File: src/rtl/ptcf_regs.vh
// Constants for the packet trunk cell framer.
// Assumes inclusion by bare name from the framer module and the bench.
`ifndef PTCF_REGS_VH
`define PTCF_REGS_VH

// ----------------------------------------
// Cell and unit geometry
// ----------------------------------------
`define PTCF_CELL_BITS 8'd192
`define PTCF_UNIT_BITS 8'd32
`define PTCF_CELL_LAST 5'd23
`define PTCF_UNIT_LAST 5'd3
`define PTCF_CRC_IDX 5'd2

// ----------------------------------------
// Header check and fill codes
// ----------------------------------------
`define PTCF_FILL 8'hFF
`define PTCF_CRC_POLY 8'h07
`define PTCF_CRC_INIT 8'h00
`define PTCF_IDLE_B1_0 8'h11
`define PTCF_IDLE_B1_1 8'h22
`define PTCF_IDLE_B1_2 8'h44
`define PTCF_IDLE_B1_3 8'h88
`define PTCF_ALRM_B1_0 8'hA1
`define PTCF_ALRM_B1_1 8'hA2
`define PTCF_ALRM_B1_2 8'hA4
`define PTCF_ALRM_B1_3 8'hA8
`define PTCF_IDLE_B3 8'h55
`define PTCF_ALRM_B3 8'hAA

// ----------------------------------------
// Reset values
// ----------------------------------------
`define PTCF_RST_LOSS 1'b1
`define PTCF_RST_BYTE 8'h00

`endif

File: src/rtl/ptcf_framer.v
// Packet trunk cell framer: bit-serial transmit and receive sides.
// Assumes line bit slots arrive as strobes from pins of another domain.
//
// Functional notes
// - A cell may begin at any octet of a framed line, unrelated to line frames.
// - On unframed or subrate lines a cell may begin at any bit position.
// - A cell opens with a two-octet address, a header CRC octet and a type octet.
// - Alignment is found by searching for a four-octet window whose third octet is a valid CRC.
// - With no cell waiting, the transmitter sends a four-octet idle unit.
// - Idle units rotate through four distinct codes in fixed order.
// - Each idle code starts with FF and has a valid CRC in its third octet.
// - Losing the CRC at expected positions raises a loss-of-alignment alarm.
// - While receive has failed, the transmitter sends remote-alarm codes.
// - Four remote-alarm codes exist, each starting with FF with a valid CRC in octet three.
// - Idle and remote-alarm units are dropped, never forwarded as traffic.
// - Alignment ignores line framing so any line type works unchanged.
// - A data cell is 192 bits, 24 octets, in consecutive user bit positions.
`timescale 1ns/1ps
`default_nettype none
`include "ptcf_regs.vh"

module ptcf_framer (
    input wire clk,
    input wire resetn,
    input wire rx_line_bit,
    input wire rx_line_strobe,
    input wire tx_line_strobe,
    input wire [3:0] cfg_align_hits,
    input wire [3:0] cfg_loss_misses,
    input wire [7:0] tx_byte,
    input wire tx_cell_avail,
    output reg tx_line_bit_q,
    output reg tx_byte_take_q,
    output reg rx_bit_q,
    output reg rx_bit_valid_q,
    output reg rx_cell_first_q,
    output reg rx_loss_alarm_q,
    output reg rx_remote_alarm_q
);

    // ----------------------------------------
    // Local codes
    // ----------------------------------------
    localparam ST_HUNT = 2'd0;
    localparam ST_PRE = 2'd1;
    localparam ST_SYNC = 2'd2;
    localparam K_IDLE = 2'd0;
    localparam K_ALRM = 2'd1;
    localparam K_DATA = 2'd2;

    // Header CRC over the two leading octets, msb first
    function [7:0] ptcf_crc;
        input [15:0] d;
        integer i;
        reg [7:0] c;
        begin
            c = `PTCF_CRC_INIT;
            for (i = 15; i >= 0; i = i - 1) begin
                if (c[7] ^ d[i])
                    c = {c[6:0], 1'b0} ^ `PTCF_CRC_POLY;
                else
                    c = {c[6:0], 1'b0};
            end
            ptcf_crc = c;
        end
    endfunction
    // Second octet of idle or alarm code number idx
    function [7:0] ptcf_code_b1;
        input alarm;
        input integer idx;
        begin
            case (idx)
                0: ptcf_code_b1 = alarm ? `PTCF_ALRM_B1_0 : `PTCF_IDLE_B1_0;
                1: ptcf_code_b1 = alarm ? `PTCF_ALRM_B1_1 : `PTCF_IDLE_B1_1;
                2: ptcf_code_b1 = alarm ? `PTCF_ALRM_B1_2 : `PTCF_IDLE_B1_2;
                default: ptcf_code_b1 = alarm ? `PTCF_ALRM_B1_3 : `PTCF_IDLE_B1_3;
            endcase
        end
    endfunction
    // ----------------------------------------
    // Pin synchronisers
    // ----------------------------------------
    reg rxb_m_q, rxb_s_q;
    reg rxs_m_q, rxs_s_q, rxs_p_q;
    reg txs_m_q, txs_s_q, txs_p_q;
    wire rx_stb;
    wire tx_stb;
    // Two flops on the bit pin, three on each strobe; the edge detect compares the second and third stages
    always @(posedge clk or negedge resetn) begin
        if (!resetn) begin
            rxb_m_q <= 1'b0;
            rxb_s_q <= 1'b0;
            rxs_m_q <= 1'b0;
            rxs_s_q <= 1'b0;
            rxs_p_q <= 1'b0;
            txs_m_q <= 1'b0;
            txs_s_q <= 1'b0;
            txs_p_q <= 1'b0;
        end else begin
            rxb_m_q <= rx_line_bit;
            rxb_s_q <= rxb_m_q;
            rxs_m_q <= rx_line_strobe;
            rxs_s_q <= rxs_m_q;
            rxs_p_q <= rxs_s_q;
            txs_m_q <= tx_line_strobe;
            txs_s_q <= txs_m_q;
            txs_p_q <= txs_s_q;
        end
    end

    assign rx_stb = rxs_s_q & ~rxs_p_q;
    assign tx_stb = txs_s_q & ~txs_p_q;
    // ----------------------------------------
    // Receive window and header check
    // ----------------------------------------
    reg [31:0] sh_q;
    wire [31:0] sh_d;
    wire hdr_ok;
    wire is_fill;
    wire [3:0] idle_m;
    wire [3:0] alrm_m;
    wire is_idle;
    wire is_alrm;
    wire is_data;
    wire [7:0] len_last;
    // Window slides one bit per slot, so any bit offset is found
    assign sh_d = {sh_q[30:0], rxb_s_q};
    assign hdr_ok = sh_d[15:8] == ptcf_crc(sh_d[31:16]);
    assign is_fill = sh_d[31:24] == `PTCF_FILL;
    // Compare against each of the four idle and alarm codes
    genvar g;
    generate
        for (g = 0; g < 4; g = g + 1) begin : g_code
            assign idle_m[g] = sh_d[23:16] == ptcf_code_b1(1'b0, g);
            assign alrm_m[g] = sh_d[23:16] == ptcf_code_b1(1'b1, g);
        end
    endgenerate
    assign is_idle = is_fill & (|idle_m);
    assign is_alrm = is_fill & (|alrm_m);
    assign is_data = ~is_idle & ~is_alrm;
    // Short units are 32 bits, cells 192
    assign len_last = is_data ? (`PTCF_CELL_BITS - 8'd1) : (`PTCF_UNIT_BITS - 8'd1);

    // ----------------------------------------
    // Receive alignment state machine
    // ----------------------------------------
    reg [1:0] st_q;
    reg [7:0] cnt_q;
    reg [3:0] hits_q;
    reg [3:0] miss_q;
    reg fwd_q;
    wire [4:0] hits_inc;
    wire [4:0] miss_inc;

    assign hits_inc = {1'b0, hits_q} + 5'd1;
    assign miss_inc = {1'b0, miss_q} + 5'd1;
    // A threshold of zero behaves as one
    always @(posedge clk or negedge resetn) begin
        if (!resetn) begin
            sh_q <= 32'h0000_0000;
            st_q <= ST_HUNT;
            cnt_q <= 8'h00;
            hits_q <= 4'h0;
            miss_q <= 4'h0;
            fwd_q <= 1'b0;
            rx_bit_q <= 1'b0;
            rx_bit_valid_q <= 1'b0;
            rx_cell_first_q <= 1'b0;
            rx_loss_alarm_q <= `PTCF_RST_LOSS;
            rx_remote_alarm_q <= 1'b0;
        end else if (rx_stb) begin
            sh_q <= sh_d;
            // The bit leaving the window is 32 slots old: the cell body
            rx_bit_q <= sh_q[31];
            rx_bit_valid_q <= fwd_q;
            rx_cell_first_q <= fwd_q && (cnt_q == `PTCF_CELL_BITS - 8'd1);
            case (st_q)
                ST_HUNT: begin
                    if (hdr_ok) begin
                        st_q <= ST_PRE;
                        hits_q <= 4'h1;
                        cnt_q <= len_last;
                    end
                end
                ST_PRE: begin
                    if (cnt_q != 8'h00) begin
                        cnt_q <= cnt_q - 8'd1;
                    end else if (!hdr_ok) begin
                        st_q <= ST_HUNT;
                    end else begin
                        hits_q <= hits_inc[3:0];
                        cnt_q <= len_last;
                        if (hits_inc >= {1'b0, cfg_align_hits}) begin
                            st_q <= ST_SYNC;
                            miss_q <= 4'h0;
                            rx_loss_alarm_q <= 1'b0;
                            fwd_q <= is_data;
                            rx_remote_alarm_q <= is_alrm;
                        end
                    end
                end
                ST_SYNC: begin
                    if (cnt_q != 8'h00) begin
                        cnt_q <= cnt_q - 8'd1;
                    end else if (hdr_ok) begin
                        miss_q <= 4'h0;
                        cnt_q <= len_last;
                        fwd_q <= is_data;
                        rx_remote_alarm_q <= is_alrm;
                    end else if (miss_inc >= {1'b0, cfg_loss_misses}) begin
                        st_q <= ST_HUNT;
                        fwd_q <= 1'b0;
                        rx_loss_alarm_q <= 1'b1;
                        rx_remote_alarm_q <= 1'b0;
                    end else begin
                        // Unverified unit: assume a cell length, drop its bits
                        miss_q <= miss_inc[3:0];
                        cnt_q <= `PTCF_CELL_BITS - 8'd1;
                        fwd_q <= 1'b0;
                    end
                end
                default: begin
                    st_q <= ST_HUNT;
                end
            endcase
        end else begin
            rx_bit_valid_q <= 1'b0;
            rx_cell_first_q <= 1'b0;
        end
    end

    // ----------------------------------------
    // Transmit unit selection
    // ----------------------------------------
    reg [2:0] tbit_q;
    reg [4:0] tidx_q;
    reg [1:0] tkind_q;
    reg [1:0] tsel_q;
    reg [1:0] idle_rot_q;
    reg [1:0] alrm_rot_q;
    reg [7:0] tsr_q;
    reg [7:0] tc0_q;
    reg [7:0] tc1_q;
    reg [1:0] kind_d;
    reg [1:0] sel_d;
    reg [7:0] nb_d;
    reg [7:0] cb1_d;
    wire tstart;
    wire [4:0] tlast;
    assign tstart = (tbit_q == 3'd0) && (tidx_q == 5'd0);
    assign tlast = (tkind_q == K_DATA) ? `PTCF_CELL_LAST : `PTCF_UNIT_LAST;
    // Choose the unit at its first bit; alarm outranks waiting cells
    always @* begin
        kind_d = tkind_q;
        sel_d = tsel_q;
        if (tstart) begin
            if (rx_loss_alarm_q) begin
                kind_d = K_ALRM;
                sel_d = alrm_rot_q;
            end else if (tx_cell_avail) begin
                kind_d = K_DATA;
            end else begin
                kind_d = K_IDLE;
                sel_d = idle_rot_q;
            end
        end
    end

    // Next octet; header CRC is regenerated so a bad user octet can't break framing
    always @* begin
        cb1_d = ptcf_code_b1(kind_d == K_ALRM, {30'd0, sel_d});
        nb_d = tx_byte;
        if (kind_d == K_DATA) begin
            if (tidx_q == `PTCF_CRC_IDX)
                nb_d = ptcf_crc({tc0_q, tc1_q});
        end else begin
            case (tidx_q)
                5'd0: nb_d = `PTCF_FILL;
                5'd1: nb_d = cb1_d;
                5'd2: nb_d = ptcf_crc({`PTCF_FILL, cb1_d});
                default: nb_d = (kind_d == K_ALRM) ? `PTCF_ALRM_B3 : `PTCF_IDLE_B3;
            endcase
        end
    end

    // ----------------------------------------
    // Transmit serialiser
    // ----------------------------------------
    // Octets leave msb first, one bit per line slot, back to back
    always @(posedge clk or negedge resetn) begin
        if (!resetn) begin
            tbit_q <= 3'd0;
            tidx_q <= 5'd0;
            tkind_q <= K_IDLE;
            tsel_q <= 2'd0;
            idle_rot_q <= 2'd0;
            alrm_rot_q <= 2'd0;
            tsr_q <= `PTCF_RST_BYTE;
            tc0_q <= `PTCF_RST_BYTE;
            tc1_q <= `PTCF_RST_BYTE;
            tx_line_bit_q <= 1'b0;
            tx_byte_take_q <= 1'b0;
        end else if (tx_stb) begin
            tbit_q <= tbit_q + 3'd1;
            tx_byte_take_q <= (kind_d == K_DATA) && (tbit_q == 3'd0);
            if (tbit_q == 3'd0) begin
                tx_line_bit_q <= nb_d[7];
                tsr_q <= {nb_d[6:0], 1'b0};
                tkind_q <= kind_d;
                tsel_q <= sel_d;
                if (kind_d == K_DATA && tidx_q == 5'd0)
                    tc0_q <= tx_byte;
                if (kind_d == K_DATA && tidx_q == 5'd1)
                    tc1_q <= tx_byte;
                if (tstart && kind_d == K_IDLE)
                    idle_rot_q <= idle_rot_q + 2'd1;
                if (tstart && kind_d == K_ALRM)
                    alrm_rot_q <= alrm_rot_q + 2'd1;
            end else begin
                tx_line_bit_q <= tsr_q[7];
                tsr_q <= {tsr_q[6:0], 1'b0};
            end
            // Cells follow units with no gap, so a cell may start anywhere
            if (tbit_q == 3'd7)
                tidx_q <= (tidx_q == tlast) ? 5'd0 : tidx_q + 5'd1;
        end else begin
            tx_byte_take_q <= 1'b0;
        end
    end

endmodule

`default_nettype wire

File: config.mk
export PLATFORM = sky130hd
export DESIGN_NAME = ptcf_framer
export DESIGN_NICKNAME = d
export VERILOG_FILES = /design/src/rtl/ptcf_framer.v
export VERILOG_INCLUDE_DIRS = /design/src /design/src/rtl
export SDC_FILE = /design/constraint.sdc
export NUM_CORES = 1
export LEC_CHECK = 0
export BUFFER_PORTS_ARGS = -buffer_cell sky130_fd_sc_hd__buf_2
export CELL_PAD_IN_SITES_DETAIL_PLACEMENT = 0
export CELL_PAD_IN_SITES_GLOBAL_PLACEMENT = 2
export CORE_MARGIN = 1
export CORE_UTILIZATION = 43
export CTS_CLUSTER_SIZE = 20
export DETAILED_ROUTE_END_ITERATION = 7
export GPL_TIMING_DRIVEN = 0
export PLACE_DENSITY = 0.84
export SYNTH_ARGS = -nofsm -noshare
export SYNTH_HDL_FRONTEND = slang
export SYNTH_SLANG_ARGS = --single-unit
File: constraint.sdc
create_clock -name clk -period 5.33 [get_ports clk]
set_input_delay 0.2665 -clock clk [delete_from_list [all_inputs] [get_ports clk]]
set_output_delay 0.2665 -clock clk [all_outputs]
set_load 0.01 [all_outputs]
==> results.toml <==
[hold_path]
hp-class = "input pin to flop"
worstHoldStart = "tx_line_strobe"
whs_path_depth = 1
hold_end = "txs_m_q"

[finish]
area_delta_synth_final_pct = 12.29
layout-drive-gt1-share = 0.1072
register_area_mm2 = 0.002629
final_cells = 930
final_common_cell = "nand2_1"
nets = 789
antenna_cells = 0
final.fill_count = 1404
final_cell_mix = "nand2_1 (149), dfrtp_1 (104), xnor2_1 (50)"
final_area_mm2 = 0.007223
multiInputGateArea_mm2 = 0.003607

[setup_path]
cp-end-kind = "flop"
cp_cell_sequence = "ha_1 -> xnor2_1 -> xnor3_1 -> or3_4 -> a2111oi_4 -> nand4_1 -> clkbuf_1 -> clkbuf_1 -> a21boi_0 -> o21ai_0 -> nand3_1"
r2r-start = "sh_q[26]"
start_kind = "flop"
ff2ff_path_depth = 11
slowest_delay_ns = 0.48
critPathKind = "flop to flop"
crit_top_cell = "clkbuf_1"
required_ns = 5.56
ff2ff_setup_slack_ns = 1.64
critPathArrivalTime_ns = 3.92
crit_slowest_cell = "dfrtp_1"
reg2reg_to = "cnt_q[6]"
critPathMaxFanout = 10

[synthesis]
synth-seq-cells = 105
synthFlopType = "dfrtp_1"
ys_async_sr_fraction = 1.000
ys.warnings.count = 0
synth-edff-count = 0
syn-mean-instance-area_um2 = 9.216
synth_cells = 698
syn_nets = 746
ys_seq_area_frac = 0.4087
syn_area_mm2 = 0.006432
ys_top_cells_by_area = "dfrtp_1 (40%), nand2_1 (8.7%), xnor2_1 (6.8%)"
netlist.top_cell.by_area = "dfrtp_1"
synth.distinct_cells = 59
synth_top_cell_area_share = 0.4046

[pwr]
p_leak_nw = 3.401
power.density_mw_per_mm2 = 443.9
peakVddDrop_mv = 0.2690

[timing]
rsz0062_at_grt = "no"
fin_setup_tns_ns = 0
max_freq_mhz = 271.3
skew_ns = 0.007421
slew_violations = 0
slew_headroom = 0.2988
worst_pin_slew_ns = 1.049
hold_viol = 0
period_share = 0.6915
finalSetupViolCount = 0
hold_ws_ns = 0.02069
period_needed_ns = 3.686

[clock_network]
clock_path_buffers = 2
clock_latency_ns = 0.35
ctsResizeCount = 0
h-tree-depth = 3
cts_sinks = 105
cts_root_buf = "clkbuf_16"
cts.clk_slew.worst_paths_ns = 0.07
cts_tree = "done"
cts-buffers-inserted = 9

[floorplan]
ioPinCount = 29
rows = 44
core_mm2 = 0.01459
die_w_um = 124.3
dieArea_mm2 = 0.01545
die_height_um = 124.3
initial_core_util = 0.4409

[global_route]
grt_pass1_wl_um = 24250
grt_usage = 0.1937
grt_max_degree = 67
first_global_vias = 4907
antenna_found_initial = 0
grt.overflow.total = 0

[placement]
io_buffers = 28
gp_congestion = 0.8417
dp_cells = 911
dp_hpwl_um = 10340
placed_cell_area_mm2 = 0.006839

[outcome]
status = "finished, final reports clean"

[detailed_routing]
postRouteAntennaNets = 0
routed_wl_um = 14300
viasPerCell = 5.403
drtIter0Drc = 288
firstDrtPassIters = 4
drc = 0
vias = 5025
wl_per_cell_um = 15.38

[run]
max_cap_violations = 0
==> critical path: cells and delay by family, from the launching register on <==
family | cells | cell delay, ns
XOR/XNOR | 2 | 0.72
AND/OR/NAND/NOR | 3 | 0.71
AO/OA/AOI/OAI | 3 | 0.71
buffers and inverters | 2 | 0.59
flip-flops | 1 | 0.48
adder cells (fa/ha/maj) | 1 | 0.32
==> routing by layer <==
metal / track usage / routed length (um)
met1: 0.2480 / 6594
met2: 0.3305 / 7098
met3: 0.04424 / 432
met4: 0.04607 / 174
met5: 0 / 0
==> cells in the mapped netlist (5+ instances only) <==
cell type	n
ha_1	26
dfrtp_1	104
a21boi_0	5
nor2_1	43
xnor3_1	11
clkbuf_1	26
nor3_1	11
a31oi_1	5
nand2b_1	9
and3_1	5
a21oi_1	39
inv_1	23
xnor2_1	50
or4_1	6
xor2_1	14
a21o_1	8
mux2_2	21
nor2b_1	6
o21ai_0	41
nand4_1	5
nand2_1	149
o22ai_1	5
nand3_1	16
o211ai_1	6
==> what timing repair did <==
action	4_1_cts	5_1_grt
hold buffers	3	0
setup endpoints to repair	0	0
buffers inserted	0	0
hold endpoints to repair	40	0
==> worst max-delay path by stage <==
stage | start | endpoint | slack (ns) | cells after the start
6_report | sh_q[26] | cnt_q[6] | 1.64 | 11
5_1_grt | sh_q[28] | cnt_q[6] | 1.43 | 11
4_1_cts | sh_q[28] | cnt_q[6] | 1.61 | 11
3_5_place_dp | sh_q[28] | cnt_q[6] | 1.63 | 11
3_3_place_gp | tidx_q[0] | tsr_q[2] | 1.62 | 10
2_1_floorplan | sh_q[27] | cnt_q[6] | 2.08 | 9
==> per-stage QoR <==
step	setup slack (ns)	utilization	total power [W]
CTS	1.611	0.4950	0.003234
global route	1.434	0.4951	0.003423
floorplan	2.084	-	0.002113
finish	1.644	0.4951	0.003206
global placement	1.622	0.4663	0.002398
detailed placement	1.626	0.4688	0.002424
==> where the power goes <==
| group | total (W) | internal (W) | switching, W |
|---|---|---|---|
| Clock | 0.000781 | 0.000474 | 0.000307 |
| Sequential | 0.00108 | 0.000949 | 0.000134 |
| Combinational | 0.00134 | 0.000590 | 0.000753 |
| Total | 0.00321 | 0.00201 | 0.00119 |
==> flip-flops by register name (all words and copies together) (netlist names), 3 cells and up <==
register,cells
tidx_q,5
hits_q,4
miss_q,4
cnt_q,8
tsr_q,7
tc0_q,8
tbit_q,3
sh_q,32
tc1_q,8
==> cell type report <==
cell class,instances,share of cell area
inverters,23,0.01195
plain buffers,31,0.01628
well taps,184,0.03187
repair buffers,32,0.02772
multi-input cells,539,0.4994
clock inverters,6,0.01576
clock buffers,10,0.03309
flip-flops and latches,105,0.3639
==> cells by family (layout without fill, tap and decap cells) <==
kind of cell             count (synthesis)  count (layout)  synth area share
AND/OR/NAND/NOR                        273             273            0.1926
multiplexers                            24              24           0.04143
buffers and inverters                   54             102           0.03170
AO/OA/AOI/OAI                          137             137            0.1366
flip-flops                             105             105            0.4087
adder cells (fa/ha/maj)                 27              27           0.05213
XOR/XNOR                                78              78            0.1369
Note: power is estimated with default switching activity, not from simulation.
